<file path="config.mk">
export PLATFORM = sky130hd
export DESIGN_NAME = can_rx_mask_flags
export DESIGN_NICKNAME = d
export VERILOG_FILES = /design/src/can_rx_pkg.sv /design/src/can_rx_mask_flags.sv /design/src/can_rx_mask_match.sv
export VERILOG_INCLUDE_DIRS = /design/src
export SDC_FILE = /design/constraint.sdc
export NUM_CORES = 1
export LEC_CHECK = 0
export BUFFER_PORTS_ARGS = -buffer_cell sky130_fd_sc_hd__buf_4
export CAP_MARGIN = 20
export CORE_MARGIN = 2
export CORE_UTILIZATION = 28
export CTS_CLUSTER_SIZE = 16
export DETAILED_ROUTE_END_ITERATION = 12
export GPL_TIMING_DRIVEN = 0
export PLACE_DENSITY_LB_ADDON = 0.3
export SKIP_LAST_GASP = 1
export SYNTH_ARGS = -nofsm -noshare
export SYNTH_HDL_FRONTEND = slang
export SYNTH_SLANG_ARGS = --single-unit
</file>
<file path="constraint.sdc">
create_clock -name aclk -period 3.4 [get_ports aclk]
set_input_delay 0.68 -clock aclk [delete_from_list [all_inputs] [get_ports aclk]]
set_output_delay 0.68 -clock aclk [all_outputs]
set_load 0.02 [all_outputs]
</file>
<file path="src/can_rx_params.svh">
// Purpose: Offsets, field positions and reset values of the receive mask block
// Assumes: Included by the design files and the bench
// Notes: Byte addresses on an AXI4-Lite bus, one 32-bit word per register
`ifndef CAN_RX_PARAMS_SVH
`define CAN_RX_PARAMS_SVH
`define ADDR_W 6
`define OFS_MSK_SEL_HIGH 6'h00
`define OFS_MASK0_STD 6'h04
`define OFS_MASK0_EXT 6'h08
`define OFS_MASK1_STD 6'h0C
`define OFS_MASK1_EXT 6'h10
`define OFS_MASK2_STD 6'h14
`define OFS_MASK2_EXT 6'h18
`define OFS_FULL_LOW 6'h1C
`define OFS_FULL_HIGH 6'h20
`define OFS_OVF_LOW 6'h24
`define OFS_OVF_HIGH 6'h28
`define OFS_IRQ_STATUS 6'h2C
`define OFS_IRQ_CLEAR 6'h30
`define OFS_IRQ_ENABLE 6'h34
`define STD_MASK_LSB 5
`define STD_MASK_MSB 15
`define ID_TYPE_MATCH_MODE_BIT 3
`define EXT_HI_MSB 1
`define EXT_HI_LSB 0
`define STD_MASK_WMASK 16'hFFEB
`define RESET_ZERO16 16'h0000
`define RESET_ZERO32 32'h0000_0000
`define RESP_OKAY 2'h0
`define RESP_SLVERR 2'h2
`define IRQ_WRITE_BIT 0
`define IRQ_OVF_BIT 1
`define IRQ_NOMATCH_BIT 2
`define IRQ_W 3
`endif

</file>
<file path="src/can_rx_pkg.sv">
// Purpose: Types shared by the receive mask block
// Assumes: can_rx_params.svh holds the numbers
// Notes: Types only
package can_rx_pkg;
    typedef logic [1:0] mask_sel_t;
    typedef enum logic [1:0] {
        SEL_MASK0,
        SEL_MASK1,
        SEL_MASK2,
        SEL_RESERVED
    } mask_src_t;
    typedef enum {
        WR_IDLE,
        WR_RESP
    } wr_state_t;
endpackage
</file>
<file path="src/can_rx_mask_flags.sv">
// Purpose: Mask registers, mask-source select for filters 8-15, receive full
//          and overflow flags, interrupt status, over an AXI4-Lite slave
// Assumes: Receive engine on aclk presents one store request per pulse
// Notes: Writes with all four byte strobes low change nothing except the interrupt enable, which they clear
//
// Local design decisions: register access over AXI4-Lite and the register offsets.
`include "can_rx_params.svh"
// Function
// - two upper extended mask bits in std register
// - sixteen lower extended mask bits include/ignore
// - mode bit selects any frame or filter type
// - store into buffer sets its full flag
// - full flags reset zero, software only clears
// - store into full buffer sets overflow flag
// - overflow flags reset zero, software clears
// - overflow flags split into two 16-bit registers
// - included bits must equal filter bits
module can_rx_mask_flags
    import can_rx_pkg::*;
(
    input wire logic aclk,
    input wire logic aresetn,
    input wire logic clk_en,
    input wire logic [`ADDR_W-1:0] s_axi_awaddr,
    input wire logic s_axi_awvalid,
    output logic s_axi_awready,
    input wire logic [31:0] s_axi_wdata,
    input wire logic [3:0] s_axi_wstrb,
    input wire logic s_axi_wvalid,
    output logic s_axi_wready,
    output logic [1:0] s_axi_bresp,
    output logic s_axi_bvalid,
    input wire logic s_axi_bready,
    input wire logic [`ADDR_W-1:0] s_axi_araddr,
    input wire logic s_axi_arvalid,
    output logic s_axi_arready,
    output logic [31:0] s_axi_rdata,
    output logic [1:0] s_axi_rresp,
    output logic s_axi_rvalid,
    input wire logic s_axi_rready,
    input wire logic rx_valid,
    input wire logic [3:0] rx_filter_num,
    input wire logic [10:0] std_id_bits,
    input wire logic [17:0] ext_id_bits,
    input wire logic rx_is_ext,
    input wire logic [10:0] rx_filt_std,
    input wire logic [17:0] rx_filt_ext,
    input wire logic filter_extended_frame_select,
    output logic rx_hit,
    input wire logic rx_store,
    input wire logic [4:0] rx_store_buf,
    output logic [31:0] rx_buffer_full_flag,
    output logic [31:0] rx_buffer_overflow_flag,
    output logic irq
);
    logic [15:0] sel_high_r, sel_high_nxt;
    logic [15:0] mstd_r [3], mstd_nxt [3];
    logic [15:0] mext_r [3], mext_nxt [3];
    logic [31:0] full_r, full_nxt;
    logic [31:0] ovf_r, ovf_nxt;
    logic [`IRQ_W-1:0] ists_r, ists_nxt;
    logic [`IRQ_W-1:0] ien_r, ien_nxt;
    logic [`IRQ_W-1:0] ievt;
    wr_state_t wst_r, wst_nxt;
    logic aw_have_r, aw_have_nxt;
    logic w_have_r, w_have_nxt;
    logic [`ADDR_W-1:0] awaddr_r, awaddr_nxt;
    logic [31:0] wdata_r, wdata_nxt;
    logic [3:0] wstrb_r, wstrb_nxt;
    logic [1:0] bresp_r, bresp_nxt;
    logic rvalid_r, rvalid_nxt;
    logic [31:0] rdata_r, rdata_nxt;
    logic [1:0] rresp_r, rresp_nxt;
    logic [31:0] wmask;
    logic [31:0] wbits;
    logic do_write;
    mask_sel_t sel_code;
    logic [1:0] sel_idx;
    logic [15:0] sel_std, sel_ext;
    logic [31:0] store_onehot;

    // Filters 0-7 have no mask-source select field in this block; mask 0 is always used
    always_comb begin
        sel_code = 2'h0;
        if (rx_filter_num[3]) begin
            sel_code = sel_high_r[{rx_filter_num[2:0], 1'b0} +: 2];
        end
    end

    always_comb begin
        sel_std = mstd_r[0];
        sel_ext = mext_r[0];
        sel_idx = 2'h0;
        unique case (mask_src_t'(sel_code))
            SEL_MASK0: sel_idx = 2'h0;
            SEL_MASK1: sel_idx = 2'h1;
            SEL_MASK2: sel_idx = 2'h2;
            SEL_RESERVED: sel_idx = 2'h0;
        endcase
        sel_std = mstd_r[sel_idx];
        sel_ext = mext_r[sel_idx];
    end

    can_rx_mask_match u_match (
        .std_id_bits(std_id_bits),
        .ext_id_bits(ext_id_bits),
        .msg_is_ext(rx_is_ext),
        .filt_std(rx_filt_std),
        .filt_ext(rx_filt_ext),
        .filter_extended_frame_select(filter_extended_frame_select),
        .mask_std_reg(sel_std),
        .mask_ext_reg(sel_ext),
        .hit(rx_hit)
    );

    // Write channel: address and data taken in either order
    always_comb begin
        aw_have_nxt = aw_have_r;
        w_have_nxt = w_have_r;
        awaddr_nxt = awaddr_r;
        wdata_nxt = wdata_r;
        wstrb_nxt = wstrb_r;
        wst_nxt = wst_r;
        bresp_nxt = bresp_r;
        do_write = 1'b0;
        // Readies drop while frozen so that no handshake is lost
        s_axi_awready = clk_en && (wst_r == WR_IDLE) && !aw_have_r;
        s_axi_wready = clk_en && (wst_r == WR_IDLE) && !w_have_r;
        unique case (wst_r)
            WR_IDLE: begin
                if (s_axi_awvalid && s_axi_awready) begin
                    aw_have_nxt = 1'b1;
                    awaddr_nxt = s_axi_awaddr;
                end
                if (s_axi_wvalid && s_axi_wready) begin
                    w_have_nxt = 1'b1;
                    wdata_nxt = s_axi_wdata;
                    wstrb_nxt = s_axi_wstrb;
                end
                if (aw_have_r && w_have_r) begin
                    do_write = 1'b1;
                    aw_have_nxt = 1'b0;
                    w_have_nxt = 1'b0;
                    bresp_nxt = `RESP_OKAY;
                    if (awaddr_r > `OFS_IRQ_ENABLE || awaddr_r[1:0] != 2'h0) begin
                        bresp_nxt = `RESP_SLVERR;
                    end
                    wst_nxt = WR_RESP;
                end
            end
            WR_RESP: begin
                if (s_axi_bready) begin
                    wst_nxt = WR_IDLE;
                end
            end
        endcase
    end

    always_comb begin
        for (int i = 0; i < 4; i++) begin
            wmask[i*8 +: 8] = {8{wstrb_r[i]}};
        end
        wbits = wdata_r & wmask;
    end

    always_comb begin
        store_onehot = `RESET_ZERO32;
        if (rx_store) begin
            store_onehot[rx_store_buf] = 1'b1;
        end
    end

    always_comb begin
        sel_high_nxt = sel_high_r;
        mstd_nxt = mstd_r;
        mext_nxt = mext_r;
        full_nxt = full_r;
        ovf_nxt = ovf_r;
        ien_nxt = ien_r;
        ists_nxt = ists_r;
        if (do_write) begin
            unique case (awaddr_r)
                `OFS_MSK_SEL_HIGH: sel_high_nxt = (sel_high_r & ~wmask[15:0]) | wbits[15:0];
                `OFS_MASK0_STD: mstd_nxt[0] = (mstd_r[0] & ~(wmask[15:0] & `STD_MASK_WMASK))
                    | (wbits[15:0] & `STD_MASK_WMASK);
                `OFS_MASK0_EXT: mext_nxt[0] = (mext_r[0] & ~wmask[15:0]) | wbits[15:0];
                `OFS_MASK1_STD: mstd_nxt[1] = (mstd_r[1] & ~(wmask[15:0] & `STD_MASK_WMASK))
                    | (wbits[15:0] & `STD_MASK_WMASK);
                `OFS_MASK1_EXT: mext_nxt[1] = (mext_r[1] & ~wmask[15:0]) | wbits[15:0];
                `OFS_MASK2_STD: mstd_nxt[2] = (mstd_r[2] & ~(wmask[15:0] & `STD_MASK_WMASK))
                    | (wbits[15:0] & `STD_MASK_WMASK);
                `OFS_MASK2_EXT: mext_nxt[2] = (mext_r[2] & ~wmask[15:0]) | wbits[15:0];
                // Written zeros clear, written ones are ignored
                `OFS_FULL_LOW: full_nxt[15:0] = full_r[15:0] & (wdata_r[15:0] | ~wmask[15:0]);
                `OFS_FULL_HIGH: full_nxt[31:16] = full_r[31:16] & (wdata_r[15:0] | ~wmask[15:0]);
                `OFS_OVF_LOW: ovf_nxt[15:0] = ovf_r[15:0] & (wdata_r[15:0] | ~wmask[15:0]);
                `OFS_OVF_HIGH: ovf_nxt[31:16] = ovf_r[31:16] & (wdata_r[15:0] | ~wmask[15:0]);
                `OFS_IRQ_CLEAR: ists_nxt = ists_r & ~wbits[`IRQ_W-1:0];
                `OFS_IRQ_ENABLE: ien_nxt = wbits[`IRQ_W-1:0];
                default: ;
            endcase
        end
        // Hardware set wins over a software clear in the same cycle
        ovf_nxt = ovf_nxt | (store_onehot & full_r);
        full_nxt = full_nxt | store_onehot;
        ists_nxt = ists_nxt | ievt;
    end

    always_comb begin
        ievt = '0;
        ievt[`IRQ_WRITE_BIT] = rx_store;
        ievt[`IRQ_OVF_BIT] = |(store_onehot & full_r);
        ievt[`IRQ_NOMATCH_BIT] = rx_valid && !rx_hit;
    end

    // Read channel: one read at a time, answer one cycle after acceptance
    always_comb begin
        rvalid_nxt = rvalid_r;
        rdata_nxt = rdata_r;
        rresp_nxt = rresp_r;
        // A frozen block takes no read address
        s_axi_arready = clk_en && !rvalid_r;
        if (rvalid_r && s_axi_rready) begin
            rvalid_nxt = 1'b0;
        end
        if (s_axi_arvalid && s_axi_arready) begin
            rvalid_nxt = 1'b1;
            rresp_nxt = `RESP_OKAY;
            rdata_nxt = `RESET_ZERO32;
            unique case (s_axi_araddr)
                `OFS_MSK_SEL_HIGH: rdata_nxt[15:0] = sel_high_r;
                `OFS_MASK0_STD: rdata_nxt[15:0] = mstd_r[0];
                `OFS_MASK0_EXT: rdata_nxt[15:0] = mext_r[0];
                `OFS_MASK1_STD: rdata_nxt[15:0] = mstd_r[1];
                `OFS_MASK1_EXT: rdata_nxt[15:0] = mext_r[1];
                `OFS_MASK2_STD: rdata_nxt[15:0] = mstd_r[2];
                `OFS_MASK2_EXT: rdata_nxt[15:0] = mext_r[2];
                `OFS_FULL_LOW: rdata_nxt[15:0] = full_r[15:0];
                `OFS_FULL_HIGH: rdata_nxt[15:0] = full_r[31:16];
                `OFS_OVF_LOW: rdata_nxt[15:0] = ovf_r[15:0];
                `OFS_OVF_HIGH: rdata_nxt[15:0] = ovf_r[31:16];
                `OFS_IRQ_STATUS: rdata_nxt[`IRQ_W-1:0] = ists_r;
                `OFS_IRQ_CLEAR: rdata_nxt = `RESET_ZERO32;
                `OFS_IRQ_ENABLE: rdata_nxt[`IRQ_W-1:0] = ien_r;
                default: rresp_nxt = `RESP_SLVERR;
            endcase
        end
    end

    always_ff @(posedge aclk) begin
        if (!aresetn) begin
            sel_high_r <= `RESET_ZERO16;
            for (int i = 0; i < 3; i++) begin
                mstd_r[i] <= `RESET_ZERO16;
                mext_r[i] <= `RESET_ZERO16;
            end
            full_r <= `RESET_ZERO32;
            ovf_r <= `RESET_ZERO32;
            ists_r <= '0;
            ien_r <= '0;
            wst_r <= WR_IDLE;
            aw_have_r <= 1'b0;
            w_have_r <= 1'b0;
            awaddr_r <= '0;
            wdata_r <= `RESET_ZERO32;
            wstrb_r <= 4'h0;
            bresp_r <= `RESP_OKAY;
            rvalid_r <= 1'b0;
            rdata_r <= `RESET_ZERO32;
            rresp_r <= `RESP_OKAY;
        end else if (clk_en) begin
            sel_high_r <= sel_high_nxt;
            mstd_r <= mstd_nxt;
            mext_r <= mext_nxt;
            full_r <= full_nxt;
            ovf_r <= ovf_nxt;
            ists_r <= ists_nxt;
            ien_r <= ien_nxt;
            wst_r <= wst_nxt;
            aw_have_r <= aw_have_nxt;
            w_have_r <= w_have_nxt;
            awaddr_r <= awaddr_nxt;
            wdata_r <= wdata_nxt;
            wstrb_r <= wstrb_nxt;
            bresp_r <= bresp_nxt;
            rvalid_r <= rvalid_nxt;
            rdata_r <= rdata_nxt;
            rresp_r <= rresp_nxt;
        end
    end

    assign s_axi_bvalid = (wst_r == WR_RESP);
    assign s_axi_bresp = bresp_r;
    assign s_axi_rvalid = rvalid_r;
    assign s_axi_rdata = rdata_r;
    assign s_axi_rresp = rresp_r;
    assign rx_buffer_full_flag = full_r;
    assign rx_buffer_overflow_flag = ovf_r;
    assign irq = |(ists_r & ien_r);
endmodule // can_rx_mask_flags

</file>
<file path="src/can_rx_mask_match.sv">
// Purpose: Acceptance compare of one received identifier against one filter
// Assumes: Mask fields already chosen by the caller
// Notes: Purely combinational
`include "can_rx_params.svh"
module can_rx_mask_match
    import can_rx_pkg::*;
(
    input wire logic [10:0] std_id_bits,
    input wire logic [17:0] ext_id_bits,
    input wire logic msg_is_ext,
    input wire logic [10:0] filt_std,
    input wire logic [17:0] filt_ext,
    input wire logic filter_extended_frame_select,
    input wire logic [15:0] mask_std_reg,
    input wire logic [15:0] mask_ext_reg,
    output logic hit
);
    logic [10:0] std_use;
    logic [17:0] ext_use;
    logic id_type_match_mode;
    logic std_ok;
    logic ext_ok;
    logic type_ok;

    always_comb begin
        std_use = mask_std_reg[`STD_MASK_MSB:`STD_MASK_LSB];
        ext_use = {mask_std_reg[`EXT_HI_MSB:`EXT_HI_LSB], mask_ext_reg};
        id_type_match_mode = mask_std_reg[`ID_TYPE_MATCH_MODE_BIT];
        std_ok = ((std_id_bits ^ filt_std) & std_use) == 11'h000;
        // Extended bits only exist in extended frames
        ext_ok = !msg_is_ext || (((ext_id_bits ^ filt_ext) & ext_use) == 18'h00000);
        type_ok = !id_type_match_mode || (msg_is_ext == filter_extended_frame_select);
        hit = std_ok && ext_ok && type_ok;
    end
endmodule // can_rx_mask_match

</file>
==> results.md <==
- Ys async rst share: 0%
- Relative slew margins: 18.1%
- Starting Density: 28.4%
- Total power: 6080 uW
- Clk sink count: between 200 and 250
- Number of top-level pins: 234
- Synth Area per Inst: between 8 and 9 um2
- Die Span X: roughly 210 um
- Final Skew: 0.0194 ns
- Gpl congestion: 1.01
- CORE AREA: 40700 um2
- Leakage: 0.00529 uW
- Total Wirelength: roughly 54 mm
- Post-layout worst setup margin: -0.411 ns
- Share of post-route cells with drive strength above 1: 20.1%
- Cell count after placement: 2139
- Hold path cells: 3
- Clk buf depth: 3
- Reg clk slew, reported paths: 0.06 ns
- CP startpoint kind: flip-flop
- Slew Limit Fails: 0
- Antenna-violating nets left: 0
- Drt pass-1 iters: 6
- Worst EP required: 2.72 ns
- Hold Startpoint: s_axi_wvalid
- Fmax: approximately 260 MHz
- RR Endpoint: ists_r[2]$_SDFFE_PN0P_
- Largest net degree at the start of global routing: 15
- Max-cap violations: 0
- VDD IR-drop max: between 0.0002 and 0.0003 V
- Yosys Warn Count: 0
- Worst skew pair latency: 0.57 ns
- DR WL/cell: roughly 25 um
- Worst R2R Setup Slack: 0.58 ns
- CTS tree: done
- PD cells: 409 nW/um2
- Hold crit path type: in2reg
- CTS Buf Count: 27
- Non-filler cells in the finished layout: between 2000 and 2500
- CTS Root Cell: clkbuf_16
- Main synth FF type: dfxtp_1
- Worst-path fanout max: 4
- Die H: 207 um
- CTS H-Tree Depth: 1
- CP Capture Type: primary output
- Worst-Margin Slew: approximately 1.2 ns
- Hold path endpoint: w_have_r$_SDFFE_PN0P_
- Period utilisation layout: 112%
- Initial DRC Count: 1533
- Die area: 42900 um2
- First-pass GRT wire length: 78.9 mm
- FP Rows: 74
- Area Overhead vs Synth: 28.7%
- Failing checks: setup timing
- Seq cells post-synth: 222
- Worst Path Class, Setup: reg2out
- Arr. time, crit path: 3.13 ns
- Final hold violation count: 0
- Final setup viols: 1
- DRC Markers: 0
- GRT Total Usage: 24.4%
- Vias: 12156
- Period minus WS final: 3.81 ns
- IO buf count: 192
- Number of flops mapped to enable cells by yosys: 0
- Gr ovfl total: 0
- Reg2reg path depth: 9
- NumNets Final: about 1800
- Unrepaired setup endpoints after global routing: true
- Initial antenna violation count: 2
- Detailed Place HPWL: 41.9 mm
- Drt via density: 5.52
- Fraction of the yosys area taken by sequential cells: approximately two fifths
- CTS Hold Bufs: 0
- Status: complete, but fails checks
- Gate Count Post-Synth: 1391
- Vias in the first global route: 11542
- Synthesized area: 11600 um2
- Netlist cell types: 59
-- synth_stat cells, types with 9 or more instances --
| master | instances | area share [%] |
|---|---|---|
| a21boi_0 | 150 | 9.7 |
| a21oi_1 | 40 | 1.7 |
| a222oi_1 | 16 | 1.4 |
| a22oi_1 | 45 | 2.9 |
| buf_4 | 18 | 1.2 |
| clkbuf_1 | 94 | 3.1 |
| dfxtp_1 | 222 | 38 |
| mux2_2 | 9 | 0.88 |
| mux2i_1 | 100 | 8.7 |
| nand2_1 | 207 | 6.7 |
| nand3_1 | 113 | 4.9 |
| nor2_1 | 52 | 1.7 |
| nor2b_1 | 74 | 4.0 |
| nor3_1 | 9 | 0.39 |
| o21ai_0 | 88 | 3.8 |
| o22ai_1 | 14 | 0.76 |
| or2_2 | 18 | 0.97 |
| xor2_1 | 27 | 2.0 |
-- report_power, final --
group	internal, uW	total [uW]	switching [uW]
clock	1610	2810	1210
sequential	2620	2650	24.5
combinational	232	619	387
-- cell families (layout without fill, tap and decap cells) --
family	count (synthesis)	count (layout)	synth area share, %
other	1	19	0.0325
muxes	116	116	10.8
DFF	222	222	38.5
xor gates and xnor gates	30	30	2.27
and+or+nand+nor	505	505	20.6
buffers and inverters	127	388	4.79
AOI/OAI and AO/OA	390	390	23.1
-- metrics by stage --
stage               util (%)  TNS (ns)  setup WS, ns  hold WS, ns  instance area, um2
finish                  36.5    -0.411        -0.411        0.371               14900
CTS                     36.3    -0.457        -0.457        0.355               14800
detailed placement      33.8    -29.90        -0.661        0.476               13800
global placement        33.7    -40.14        -0.693        0.472               13700
global route            36.5    -0.462        -0.462        0.381               14900
floorplan                  -         0        0.0557        0.450               11600
-- critical path, cell delays in order (launching register included) --
cell,delay [ns]
dfxtp_4,0.35
mux4_2,0.46
mux2_4,0.29
nand2_4,0.11
nand2_8,0.08
mux2_4,0.31
a311oi_2,0.22
a41oi_2,0.27
nor3_4,0.31
buf_6,0.15
-- layout make-up --
| type | instances | area [um2] |
|---|---|---|
| fillers | 4245 | 25900 |
| multi-input cells | 1059 | 6700 |
| flip-flops and latches | 222 | 4460 |
| repair buffers | 215 | 1620 |
| clock buffers | 39 | 791 |
| well taps | 532 | 666 |
| plain buffers | 119 | 543 |
| clock inverters | 7 | 53.8 |
| inverters | 8 | 30.0 |
| diodes | 1 | 2.50 |
-- metal layers --
metal / global-route usage, % / wire length (um) / up-vias
li1: - / - / 5461
met5: 0 / 8 / -
met4: 10.3 / 2570 / 2
met1: 32.4 / 22200 / 5774
met3: 4.93 / 5450 / 152
met2: 38.5 / 24300 / 767
-- how the worst max path moves through the flow --
stage	cells past startpoint	slack [ns]	start	end
final	9	-0.41	flip-flop	rx_hit
after detailed placement	9	-0.66	s_axi_araddr[4]	s_axi_rdata[11]$_SDFFE_PN0P_
after global routing	9	-0.46	flip-flop	rx_hit
after CTS	9	-0.46	flip-flop	rx_hit
after floorplan	9	0.06	rx_filter_num[0]	rx_hit
after global placement	9	-0.69	s_axi_araddr[4]	s_axi_rdata[11]$_SDFFE_PN0P_
-- cells in the final DEF, fill, tap and decap left out, types with 6 or more instances in the layout --
master     count
a21boi_0     150
a21oi_1       40
a221oi_1       8
a222oi_1      16
a22oi_1       44
and2_1         6
buf_4        228
clkbuf_1      97
clkbuf_16     27
clkbuf_8       8
conb_1        18
dfxtp_1      212
dfxtp_2        7
inv_1          8
mux2_2         8
mux2i_1      100
mux4_2         6
nand2_1      206
nand3_1      113
nor2_1        52
nor2b_1       74
nor3_1         8
o21ai_0       87
o22ai_1       13
or2_2         18
xor2_1        27
-- repair_timing --
item / 4_1_cts / 5_1_grt
pin swaps: 8 / 9
buffers inserted: 10 / 3
resized for setup: 25 / 16
setup endpoints to repair: 2 / 21
cloned: 1 / 0
Power figures use the tool's default switching activity.
